**config.mk**
```make
export PLATFORM = sky130hd
export DESIGN_NAME = cqt_query_table_rom
export DESIGN_NICKNAME = d
export VERILOG_FILES = /design/src/cqt_pkg.sv /design/src/cqt_query_table_rom.sv
export SDC_FILE = /design/constraint.sdc
export NUM_CORES = 1
export LEC_CHECK = 0
export ABC_AREA = 1
export BUFFER_PORTS_ARGS = -buffer_cell sky130_fd_sc_hd__buf_4
export CAP_MARGIN = 40
export CORE_MARGIN = 2
export CORE_UTILIZATION = 40
export DETAILED_ROUTE_END_ITERATION = 6
export GPL_TIMING_DRIVEN = 0
export PLACE_DENSITY = 0.76
export SYNTH_ARGS = -nofsm -noshare
export SYNTH_HDL_FRONTEND = slang
export SYNTH_SLANG_ARGS = --single-unit
```
**constraint.sdc**
```tcl
create_clock -name clk_i -period 1 [get_ports clk_i]
set_input_delay 0.1 -clock clk_i [delete_from_list [all_inputs] [get_ports clk_i]]
set_output_delay 0.1 -clock clk_i [all_outputs]
set_load 0.005 [all_outputs]
```
**src/cqt_pkg.sv**
```systemverilog
`default_nettype none
package cqt_pkg;
  // Bus widths
  localparam int CQT_DATA_W = 16;
  localparam int CQT_ADDR_W = 23;
  localparam int CQT_OFS_W = 8;

  // Bus command codes
  localparam logic [7:0] CQT_CMD_QUERY = 8'h98;
  localparam logic [7:0] CQT_CMD_READ_ARRAY = 8'hff;

  // Section map
  localparam logic [7:0] CQT_VENDOR_FIRST_OFS = 8'h01;
  localparam logic [7:0] CQT_VENDOR_LAST_OFS = 8'h0f;
  localparam logic [7:0] CQT_IDENT_SECT_OFS = 8'h10;
  localparam logic [7:0] CQT_SYSIF_SECT_OFS = 8'h1b;
  localparam logic [7:0] CQT_GEOM_SECT_OFS = 8'h27;

  // Identification string section
  localparam logic [7:0] QUERY_SIG_CHAR_Q_OFS = 8'h10;
  localparam logic [7:0] QUERY_SIG_CHAR_R_OFS = 8'h11;
  localparam logic [7:0] QUERY_SIG_CHAR_Y_OFS = 8'h12;
  localparam logic [7:0] PRIMARY_CMDSET_CODE_LO_OFS = 8'h13;
  localparam logic [7:0] PRIMARY_CMDSET_CODE_HI_OFS = 8'h14;
  localparam logic [7:0] EXT_TABLE_ADDR_LO_OFS = 8'h15;
  localparam logic [7:0] EXT_TABLE_ADDR_HI_OFS = 8'h16;
  localparam logic [7:0] ALT_CMDSET_CODE_LO_OFS = 8'h17;
  localparam logic [7:0] ALT_CMDSET_CODE_HI_OFS = 8'h18;
  localparam logic [7:0] SECOND_TABLE_ADDR_LO_OFS = 8'h19;
  localparam logic [7:0] SECOND_TABLE_ADDR_HI_OFS = 8'h1a;

  // System interface section
  localparam logic [7:0] CORE_SUPPLY_MIN_VOLT_OFS = 8'h1b;
  localparam logic [7:0] CORE_SUPPLY_MAX_VOLT_OFS = 8'h1c;
  localparam logic [7:0] PROG_SUPPLY_MIN_VOLT_OFS = 8'h1d;
  localparam logic [7:0] PROG_SUPPLY_MAX_VOLT_OFS = 8'h1e;
  localparam logic [7:0] TYP_WORD_PROG_EXP_OFS = 8'h1f;
  localparam logic [7:0] TYP_BUFFER_WRITE_EXP_OFS = 8'h20;
  localparam logic [7:0] TYP_BLOCK_ERASE_EXP_OFS = 8'h21;
  localparam logic [7:0] TYP_CHIP_ERASE_EXP_OFS = 8'h22;
  localparam logic [7:0] MAX_WORD_PROG_EXP_OFS = 8'h23;
  localparam logic [7:0] MAX_BUFFER_WRITE_EXP_OFS = 8'h24;
  localparam logic [7:0] MAX_BLOCK_ERASE_EXP_OFS = 8'h25;
  localparam logic [7:0] MAX_CHIP_ERASE_EXP_OFS = 8'h26;

  // Table contents
  localparam logic [7:0] QUERY_SIG_CHAR_Q_VAL = 8'h51;
  localparam logic [7:0] QUERY_SIG_CHAR_R_VAL = 8'h52;
  localparam logic [7:0] QUERY_SIG_CHAR_Y_VAL = 8'h59;
  localparam logic [7:0] EXT_TABLE_ADDR_LO_VAL = 8'h0a;
  localparam logic [7:0] EXT_TABLE_ADDR_HI_VAL = 8'h01;
  localparam logic [7:0] ALT_CMDSET_CODE_LO_VAL = 8'h00;
  localparam logic [7:0] ALT_CMDSET_CODE_HI_VAL = 8'h00;
  localparam logic [7:0] SECOND_TABLE_ADDR_LO_VAL = 8'h00;
  localparam logic [7:0] SECOND_TABLE_ADDR_HI_VAL = 8'h00;
  localparam logic [7:0] CORE_SUPPLY_MIN_VOLT_VAL = 8'h17;
  localparam logic [7:0] CORE_SUPPLY_MAX_VOLT_VAL = 8'h20;
  localparam logic [7:0] PROG_SUPPLY_MIN_VOLT_VAL = 8'h85;
  localparam logic [7:0] PROG_SUPPLY_MAX_VOLT_VAL = 8'h95;
  localparam logic [7:0] TYP_WORD_PROG_EXP_VAL = 8'h08;
  localparam logic [7:0] TYP_BUFFER_WRITE_EXP_VAL = 8'h09;
  localparam logic [7:0] TYP_BLOCK_ERASE_EXP_VAL = 8'h0a;
  localparam logic [7:0] TYP_CHIP_ERASE_EXP_VAL = 8'h00;
  localparam logic [7:0] MAX_WORD_PROG_EXP_VAL = 8'h01;
  localparam logic [7:0] MAX_BUFFER_WRITE_EXP_VAL = 8'h01;
  localparam logic [7:0] MAX_BLOCK_ERASE_EXP_VAL = 8'h02;
  localparam logic [7:0] MAX_CHIP_ERASE_EXP_VAL = 8'h00;
  localparam logic [7:0] CQT_UNUSED_VAL = 8'h00;
  localparam logic [7:0] CQT_UPPER_BYTE_VAL = 8'h00;

  // Arbitrary neutral value for the command-set identity code
  localparam logic [15:0] CQT_CMDSET_CODE_DEFAULT = 16'h5a3c;

  // Reset values of the state
  localparam logic CQT_QUERY_MODE_RST = 1'b0;
  localparam logic CQT_WE_PREV_RST = 1'b1;
  localparam logic [15:0] CQT_DQ_RST = 16'h0000;
  localparam logic CQT_DQ_OE_RST = 1'b0;
endpackage : cqt_pkg
`default_nettype wire

```
**src/cqt_query_table_rom.sv**
```systemverilog
`timescale 1ns/100ps
`default_nettype none
module cqt_query_table_rom #(
  parameter int ADDR_W = cqt_pkg::CQT_ADDR_W,
  parameter logic [15:0] CMDSET_CODE = cqt_pkg::CQT_CMDSET_CODE_DEFAULT
) (
  // Clock and reset
  input wire logic clk_i,
  input wire logic rst_i,
  // Flash bus controls, active low
  input wire logic chip_en_n_i,
  input wire logic out_en_n_i,
  input wire logic write_en_n_i,
  // Flash bus address and write data
  input wire logic [ADDR_W-1:0] addr_i,
  input wire logic [cqt_pkg::CQT_DATA_W-1:0] dq_i,
  // Array read data from the memory core
  input wire logic [cqt_pkg::CQT_DATA_W-1:0] array_data_i,
  // Flash bus read data
  output logic [cqt_pkg::CQT_DATA_W-1:0] dq_o,
  output logic dq_oe_o,
  // Mode indication
  output logic query_mode_o
);
  import cqt_pkg::*;

  typedef struct packed {
    logic query_mode;
    logic we_prev;
    logic [CQT_DATA_W-1:0] dq;
    logic dq_oe;
  } cqt_state_type;

  cqt_state_type state_r;
  cqt_state_type state_nxt;

  // Vendor space: no standard field may appear here
  function automatic logic cqt_in_vendor(
    input logic [7:0] ofs
  );
    logic hit;
    hit = 1'b0;
    if ((ofs >= CQT_VENDOR_FIRST_OFS) && (ofs <= CQT_VENDOR_LAST_OFS)) begin
      hit = 1'b1;
    end
    return hit;
  endfunction : cqt_in_vendor

  // Identification section runs up to the system interface
  function automatic logic cqt_in_ident(
    input logic [7:0] ofs
  );
    logic hit;
    hit = 1'b0;
    if ((ofs >= CQT_IDENT_SECT_OFS) && (ofs < CQT_SYSIF_SECT_OFS)) begin
      hit = 1'b1;
    end
    return hit;
  endfunction : cqt_in_ident

  // System interface section runs up to the geometry
  function automatic logic cqt_in_sysif(
    input logic [7:0] ofs
  );
    logic hit;
    hit = 1'b0;
    if ((ofs >= CQT_SYSIF_SECT_OFS) && (ofs < CQT_GEOM_SECT_OFS)) begin
      hit = 1'b1;
    end
    return hit;
  endfunction : cqt_in_sysif

  // Geometry section and everything above it
  function automatic logic cqt_in_geom(
    input logic [7:0] ofs
  );
    logic hit;
    hit = 1'b0;
    if (ofs >= CQT_GEOM_SECT_OFS) begin
      hit = 1'b1;
    end
    return hit;
  endfunction : cqt_in_geom

  // Command code sits on the low data lines; upper lines ignored
  function automatic logic cqt_cmd_is(
    input logic [CQT_DATA_W-1:0] data,
    input logic [7:0] code
  );
    logic hit;
    hit = (data[7:0] == code);
    return hit;
  endfunction : cqt_cmd_is

  // Signature characters spelling the query string
  function automatic logic [7:0] cqt_sig_byte(
    input logic [7:0] ofs
  );
    logic [7:0] b;
    b = CQT_UNUSED_VAL;
    case (ofs)
      QUERY_SIG_CHAR_Q_OFS: begin
        b = QUERY_SIG_CHAR_Q_VAL;
      end
      QUERY_SIG_CHAR_R_OFS: begin
        b = QUERY_SIG_CHAR_R_VAL;
      end
      QUERY_SIG_CHAR_Y_OFS: begin
        b = QUERY_SIG_CHAR_Y_VAL;
      end
      default: begin
        b = CQT_UNUSED_VAL;
      end
    endcase
    return b;
  endfunction : cqt_sig_byte

  // Command-set codes, low byte at the lower offset
  function automatic logic [7:0] cqt_code_byte(
    input logic [7:0] ofs
  );
    logic [7:0] b;
    b = CQT_UNUSED_VAL;
    case (ofs)
      PRIMARY_CMDSET_CODE_LO_OFS: begin
        b = CMDSET_CODE[7:0];
      end
      PRIMARY_CMDSET_CODE_HI_OFS: begin
        b = CMDSET_CODE[15:8];
      end
      ALT_CMDSET_CODE_LO_OFS: begin
        b = ALT_CMDSET_CODE_LO_VAL;
      end
      ALT_CMDSET_CODE_HI_OFS: begin
        b = ALT_CMDSET_CODE_HI_VAL;
      end
      default: begin
        b = CQT_UNUSED_VAL;
      end
    endcase
    return b;
  endfunction : cqt_code_byte

  // Extended table pointers, low byte at the lower offset
  function automatic logic [7:0] cqt_ptr_byte(
    input logic [7:0] ofs
  );
    logic [7:0] b;
    b = CQT_UNUSED_VAL;
    case (ofs)
      EXT_TABLE_ADDR_LO_OFS: begin
        b = EXT_TABLE_ADDR_LO_VAL;
      end
      EXT_TABLE_ADDR_HI_OFS: begin
        b = EXT_TABLE_ADDR_HI_VAL;
      end
      SECOND_TABLE_ADDR_LO_OFS: begin
        b = SECOND_TABLE_ADDR_LO_VAL;
      end
      SECOND_TABLE_ADDR_HI_OFS: begin
        b = SECOND_TABLE_ADDR_HI_VAL;
      end
      default: begin
        b = CQT_UNUSED_VAL;
      end
    endcase
    return b;
  endfunction : cqt_ptr_byte

  // Core supply limits, BCD volts and tenths
  function automatic logic [7:0] cqt_core_volt_byte(
    input logic [7:0] ofs
  );
    logic [7:0] b;
    b = CQT_UNUSED_VAL;
    case (ofs)
      CORE_SUPPLY_MIN_VOLT_OFS: begin
        b = CORE_SUPPLY_MIN_VOLT_VAL;
      end
      CORE_SUPPLY_MAX_VOLT_OFS: begin
        b = CORE_SUPPLY_MAX_VOLT_VAL;
      end
      default: begin
        b = CQT_UNUSED_VAL;
      end
    endcase
    return b;
  endfunction : cqt_core_volt_byte

  // Programming supply limits, hex volts and BCD tenths
  function automatic logic [7:0] cqt_prog_volt_byte(
    input logic [7:0] ofs
  );
    logic [7:0] b;
    b = CQT_UNUSED_VAL;
    case (ofs)
      PROG_SUPPLY_MIN_VOLT_OFS: begin
        b = PROG_SUPPLY_MIN_VOLT_VAL;
      end
      PROG_SUPPLY_MAX_VOLT_OFS: begin
        b = PROG_SUPPLY_MAX_VOLT_VAL;
      end
      default: begin
        b = CQT_UNUSED_VAL;
      end
    endcase
    return b;
  endfunction : cqt_prog_volt_byte

  // Typical time-outs as powers of two
  function automatic logic [7:0] cqt_typ_time_byte(
    input logic [7:0] ofs
  );
    logic [7:0] b;
    b = CQT_UNUSED_VAL;
    case (ofs)
      TYP_WORD_PROG_EXP_OFS: begin
        b = TYP_WORD_PROG_EXP_VAL;
      end
      TYP_BUFFER_WRITE_EXP_OFS: begin
        b = TYP_BUFFER_WRITE_EXP_VAL;
      end
      TYP_BLOCK_ERASE_EXP_OFS: begin
        b = TYP_BLOCK_ERASE_EXP_VAL;
      end
      TYP_CHIP_ERASE_EXP_OFS: begin
        b = TYP_CHIP_ERASE_EXP_VAL;
      end
      default: begin
        b = CQT_UNUSED_VAL;
      end
    endcase
    return b;
  endfunction : cqt_typ_time_byte

  // Maximum time-outs as multipliers of the typical ones
  function automatic logic [7:0] cqt_max_time_byte(
    input logic [7:0] ofs
  );
    logic [7:0] b;
    b = CQT_UNUSED_VAL;
    case (ofs)
      MAX_WORD_PROG_EXP_OFS: begin
        b = MAX_WORD_PROG_EXP_VAL;
      end
      MAX_BUFFER_WRITE_EXP_OFS: begin
        b = MAX_BUFFER_WRITE_EXP_VAL;
      end
      MAX_BLOCK_ERASE_EXP_OFS: begin
        b = MAX_BLOCK_ERASE_EXP_VAL;
      end
      MAX_CHIP_ERASE_EXP_OFS: begin
        b = MAX_CHIP_ERASE_EXP_VAL;
      end
      default: begin
        b = CQT_UNUSED_VAL;
      end
    endcase
    return b;
  endfunction : cqt_max_time_byte

  // Identification section: string, codes and table pointers
  function automatic logic [7:0] cqt_ident_byte(
    input logic [7:0] ofs
  );
    logic [7:0] b;
    // Helpers give zero outside their own offsets, so OR merges them
    b = cqt_sig_byte(ofs) | cqt_code_byte(ofs) | cqt_ptr_byte(ofs);
    return b;
  endfunction : cqt_ident_byte

  // System interface section: supplies and time-out exponents
  function automatic logic [7:0] cqt_sysif_byte(
    input logic [7:0] ofs
  );
    logic [7:0] b;
    b = cqt_core_volt_byte(ofs) | cqt_prog_volt_byte(ofs) |
      cqt_typ_time_byte(ofs) | cqt_max_time_byte(ofs);
    return b;
  endfunction : cqt_sysif_byte

  // Section select first, so no field can leak into another section
  function automatic logic [7:0] cqt_table_byte(
    input logic [7:0] ofs
  );
    logic [7:0] b;
    b = CQT_UNUSED_VAL;
    if (cqt_in_vendor(ofs)) begin
      b = CQT_UNUSED_VAL;
    end else if (cqt_in_ident(ofs)) begin
      b = cqt_ident_byte(ofs);
    end else if (cqt_in_sysif(ofs)) begin
      b = cqt_sysif_byte(ofs);
    end else if (cqt_in_geom(ofs)) begin
      // Geometry bytes are held outside this block
      b = CQT_UNUSED_VAL;
    end else begin
      b = CQT_UNUSED_VAL;
    end
    return b;
  endfunction : cqt_table_byte

  // Constant image of the offset space; block address bits ignored
  localparam int TABLE_DEPTH = 2 ** CQT_OFS_W;
  logic [7:0] table_rom [TABLE_DEPTH];

  // One generated entry per offset; no write path reaches them
  for (genvar i = 0; i < TABLE_DEPTH; i++) begin : g_rom
    assign table_rom[i] = cqt_table_byte(8'(i));
  end

  logic bus_sel;
  logic rd_req;
  logic wr_edge;
  logic cmd_query;
  logic cmd_read_array;
  logic [7:0] ofs;
  logic [CQT_DATA_W-1:0] query_word;

  // Bus decode; a write is taken on the cycle write enable falls
  assign bus_sel = !chip_en_n_i;
  assign rd_req = bus_sel && !out_en_n_i && write_en_n_i;
  assign wr_edge = bus_sel && !write_en_n_i && state_r.we_prev;
  assign ofs = addr_i[7:0];

  // Mode commands; any other code is dropped without effect
  assign cmd_query = wr_edge && cqt_cmd_is(dq_i, CQT_CMD_QUERY);
  assign cmd_read_array = wr_edge && cqt_cmd_is(dq_i, CQT_CMD_READ_ARRAY);

  // Query word: table byte low, upper data lines held at zero
  assign query_word = {CQT_UPPER_BYTE_VAL, table_rom[ofs]};

  // Next state
  always_comb begin
    state_nxt = state_r;
    state_nxt.we_prev = write_en_n_i;
    // Only mode commands act; no write path reaches the table
    if (cmd_query) begin
      state_nxt.query_mode = 1'b1;
    end else if (cmd_read_array) begin
      state_nxt.query_mode = 1'b0;
    end
    // Read data registered so outputs come from flops
    state_nxt.dq_oe = rd_req;
    if (!rd_req) begin
      state_nxt.dq = CQT_DQ_RST;
    end else if (state_r.query_mode) begin
      state_nxt.dq = query_word;
    end else begin
      state_nxt.dq = array_data_i;
    end
  end

  // State register
  always_ff @(posedge clk_i) begin
    if (rst_i) begin
      state_r.query_mode <= CQT_QUERY_MODE_RST;
      state_r.we_prev <= CQT_WE_PREV_RST;
      state_r.dq <= CQT_DQ_RST;
      state_r.dq_oe <= CQT_DQ_OE_RST;
    end else begin
      state_r <= state_nxt;
    end
  end

  assign dq_o = state_r.dq;
  assign dq_oe_o = state_r.dq_oe;
  assign query_mode_o = state_r.query_mode;
endmodule : cqt_query_table_rom
`default_nettype wire

```
After elaboration in Yosys (flattened, before gate mapping)
Memories as Yosys holds them, arrays and structs flattened.
Index checks and enable logic that the tools add are counted.
{"block": "totals", "ff_bits": 19, "rom_bits": 2048, "inputBits": 60, "out_inout_bits": 18, "n_memories": 1}
{"block": "classes", "n_lt_le_gt_ge": 1, "n_eq_ne": 2, "muxes": 5, "n_bitwise": 2, "n_reduce_logical": 12}
{"name": "(name not given)", "depth": 256, "width": 8, "read_ports": 1, "rd_clocked_by_memory_dff": 0, "wr": 0, "line": "cqt_query_table_rom.sv:331", "source": "assign query_word = {CQT_UPPER_BYTE_VAL, table_rom[ofs]};"}
{"operator": "2-to-1 mux 8 bit", "count": 3}
{"operator": "equality test 8 bit (second input constant)", "count": 2}
{"operator": ">= comparator 9 bit (second input constant)", "count": 1}
{"operator": "NOT 8 -> 9 bit", "count": 1}
{"operator": "logical AND 1 bit", "count": 6}
{"operator": "logical NOT 1 bit", "count": 3}
{"operator": "OR reduction 3 bit", "count": 1}
{"operator": "2-to-1 mux 1 bit", "count": 2}
{"operator": "nonzero test 2 bit", "count": 1}
{"operator": "OR reduction 2 bit", "count": 1}
{"operator": "NOT 1 bit", "count": 1}

Longest topological paths before layout
{"block": "logic_depth", "word_depth": 6, "ltp_mapped": 10}

Worst setup path after synthesis
No wires, ideal clock.
{"block": "synth_timing", "kind": "reg-to-reg", "startpoint": "reg state_r (netlist bit query_mode_o)", "endpoint": "reg state_r (netlist bit dq_o[5])", "arrival_time_ps": 863, "slack_ps": 79, "path_stages_with_launch": 7, "period_less_slack_ps": 921, "path_cell_list": "dfxtp_1 > nand2_1 > nor2_1 > nand2_2 > nor2_2 > nand2_1 > nand2_1"}
{"block": "synth_via", "elab_chain_cells": 1}
{"element": "start, declared", "line": "cqt_query_table_rom.sv:34", "source": "cqt_state_type state_r;"}
{"element": "start signal, assigned", "line": "cqt_query_table_rom.sv:362", "source": "state_r <= state_nxt;"}
{"element": "2-to-1 mux 8 bit", "line": "cqt_query_table_rom.sv:347", "source": "end else if (state_r.query_mode) begin"}
Every way passes these cells.
A chain may end at the register's enable or synchronous reset.

Final worst setup path
{"block": "layout_timing", "startpoint": "reg state_r (netlist bit dq_o[3])", "endpoint": "out dq_o[3] (netlist bit)"}
{"element": "end, declared", "line": "cqt_query_table_rom.sv:20", "source": "output logic [cqt_pkg::CQT_DATA_W-1:0] dq_o,"}
No word-level cell between the ends.

==> flow_summary_export.csv <==
group,metric,value,unit
floorplanning,dieArea,0.003219,mm2
synthesis,synth_nets,223,
routing,wl_per_cell,9.435,um
global_routing,globalRouteOverflowTotal,0,
setup_path,reg2regPathDepth,6,
clock_tree,cts_tree,"done",
setup_path,cp.required,0.90,ns
power,seq_power_share,52.0,%
global_routing,grt_max_degree,11,
flow_run,maxCapViolCount,0,
power,p_leak,0.9034,nW
final_layout,drive_gt1_share,43.24,%
floorplanning,die_w,56.74,um
routing,drtAntennaViolNets,0,
power,powerDensity,891.0,mW/mm2
final_layout,nets,289,
timing,slew_viol_final,0,
final_layout,postLayoutCellArea,0.001664,mm2
place,dpl_cell_area,0.001549,mm2
place,dp_slack,-0.1496,ns
floorplanning,num_io_pins,78,
final_layout,nFillCells,266,
timing,fmax,1.045,GHz
timing,final-setup-viol-count,0,
setup_path,worstReg2RegStart,"query_mode_o",
hold_path,hold_class,"input pin to register",
synthesis,synth_cell_types,20,
power,clkPwrFrac,26.1,%
setup_path,cp-end-kind,"primary output",
synthesis,synth_seq_cells,19,
timing,setup-tns-final,0,ns
timing,worst_slew_pin_slew,0.2548,ns
routing,route.detailed.drc,0,
clock_tree,cts.clk_slew.worst_paths,0.11,ns
setup_path,cp_max_fo,1,
timing,slew_headroom,82.98,%
timing,fin_ws,0.04300,ns
synthesis,postSynthCellCount,157,
global_routing,grt_pass1_vias,970,
timing,rsz0062_at_grt,"yes",
clock_tree,clockRootBuffer,"clkbuf_4",
setup_path,critPathCapture,"dq_o[3]",
floorplanning,start_util,41.41,%
routing,vias_per_cell,4.269,
synthesis,synth.top_cell.area_share,34.20,%
global_routing,antenna_found_initial,0,
synthesis,yosysWarnings,0,
power,peakVddDrop,0.6173,mV
setup_path,crit_start,"dq_o[3]",
setup_path,cp.arrival,0.86,ns
floorplanning,rows,19,
timing,post-route-period-util,95.70,%
clock_tree,htree_levels,1,
clock_tree,insertion_delay,0.30,ns
timing,final_hold_viol_count,0,
power,netSwitchingFraction,25.18,%
timing,period_needed,0.9570,ns
synthesis,synthTopCellsByArea,"dfxtp_1 (34%), nand2_1 (13%), buf_4 (11%)",
final_layout,area_growth,49.61,%
power,comb_power_share,21.9,%
routing,via_count,1080,
clock_tree,cts_buffer_depth,2,
setup_path,crit_path_start_kind,"register",
power,power.switching,0.3733,mW
setup_path,reg2reg_slack,0.06,ns
power,p_int,1.109,mW
global_routing,grt.total_usage,16.56,%
final_layout,num_antenna_cells,0,
setup_path,rr_endpoint,"dq_o[2]",
place,gp_congestion,0.8522,
floorplanning,coreArea,0.002686,mm2
synthesis,netlist_area,0.001112,mm2
synthesis,synth_top_area_cell,"dfxtp_1",
timing,clock_skew,0.01352,ns
routing,first_iter_violations,17,
clock_tree,cts.sinks,19,
routing,drtPass1Iterations,4,
outcome,status,"complete, no violations",
clock_tree,post_cts_buffers,0,
global_routing,grt_pass1_wl,4153,um
synthesis,syn-mean-instance-area,7.085,um2
routing,drt_wl_total,2387,um
synthesis,yosysSeqAreaShare,34.20,%
timing,holdWs,0.01568,ns
clock_tree,cts_made_buffers,3,
power,totalPowerFinal,1.483,mW
place,place_hpwl,1855,um
floorplanning,die_h,56.74,um
place,io_buffers,53,
setup_path,critical_path_class,"register to primary output",
-- worst min-delay path by stage --
stage / start / to / cells past startpoint
5_1_grt: array_data_i[14] / dq_o[14] / 3
6_report: array_data_i[14] / dq_o[14] / 3
3_5_place_dp: rst_i / query_mode_o / 2
2_1_floorplan: rst_i / query_mode_o / 1
3_3_place_gp: rst_i / query_mode_o / 2
4_1_cts: array_data_i[4] / dq_o[4] / 3
-- timing repair --
item | in CTS | in global routing
pin swaps | 0 | 1
resized for setup | 1 | 3
hold buffers | 7 | 1
hold endpoints to repair | 7 | 1
endpoints found under the setup margin | 5 | 6
-- stage by stage --
stage,utilization [%],cells
6_report,61.95,253
2_1_floorplan,-,157
3_5_place_dp,57.66,241
4_1_cts,61.29,252
5_1_grt,61.95,253
3_3_place_gp,57.66,241
-- cells in the mapped netlist (all sizes together) --
cell,number
nor3,1
inv,23
dfxtp,19
buf,17
a21oi,5
or2,1
nand2,43
clkinv,1
o21ai,7
nor2,21
ha,6
nand3,13
-- worst max-delay path, cell delays in order, from the launching register on --
cell     delay, ns
dfxtp_1       0.32
buf_4         0.12
buf_4         0.12
-- power by group through the flow --
stage          sequential, mW  combinational [mW]  clock, mW
2_1_floorplan           0.791               0.140          0
3_3_place_gp            0.791               0.294          0
3_5_place_dp            0.791               0.298          0
4_1_cts                 0.774               0.321      0.406
5_1_grt                 0.773               0.364      0.443
6_report                0.771               0.325      0.387
-- state kept, by name, indices dropped and copies added, names as in the netlist --
signal,cells
query_mode_o,1
dq_o,16
dq_oe_o,1
state_r,1
-- routing by layer --
| metal | routed length [um] | track usage (%) | vias up |
|---|---|---|---|
| li1 | - | - | 588 |
| met1 | 1011 | 19.07 | 460 |
| met2 | 1214 | 29.73 | 30 |
| met3 | 140 | 2.995 | 2 |
| met4 | 20 | 6.977 | 0 |
| met5 | 0 | 0 | - |
-- layout by cell type (no fill, tap or decap), drive strengths merged, types with 4 or more instances in the layout --
cell,netlist,layout
a21oi,5,5
buf,17,70
clkbuf,0,4
dfxtp,19,19
dlygate4sd3,0,8
ha,6,6
inv,23,23
nand2,43,43
nand3,13,13
nor2,21,21
o21ai,7,7
-- kinds of logic after synthesis --
kind of cell,synth area share [%]
flip-flops,34.20
buffers and inverters,20.47
adder cells (fa/ha/maj),6.749
AND/OR/NAND/NOR,33.18
AO/OA/AOI/OAI,5.399
-- cell type report --
| cell class | instances | area [um2] | area share (%) |
|---|---|---|---|
| repair buffers | 61 | 481.7 | 28.95 |
| plain buffers | 17 | 135.1 | 8.120 |
| inverters | 24 | 92.59 | 5.564 |
| multi-input cells | 97 | 504.2 | 30.30 |
| well taps | 31 | 38.79 | 2.331 |
| flip-flops and latches | 19 | 385.4 | 23.16 |
| clock buffers | 4 | 26.28 | 1.579 |
No activity file was read; power rests on OpenSTA's default activity.
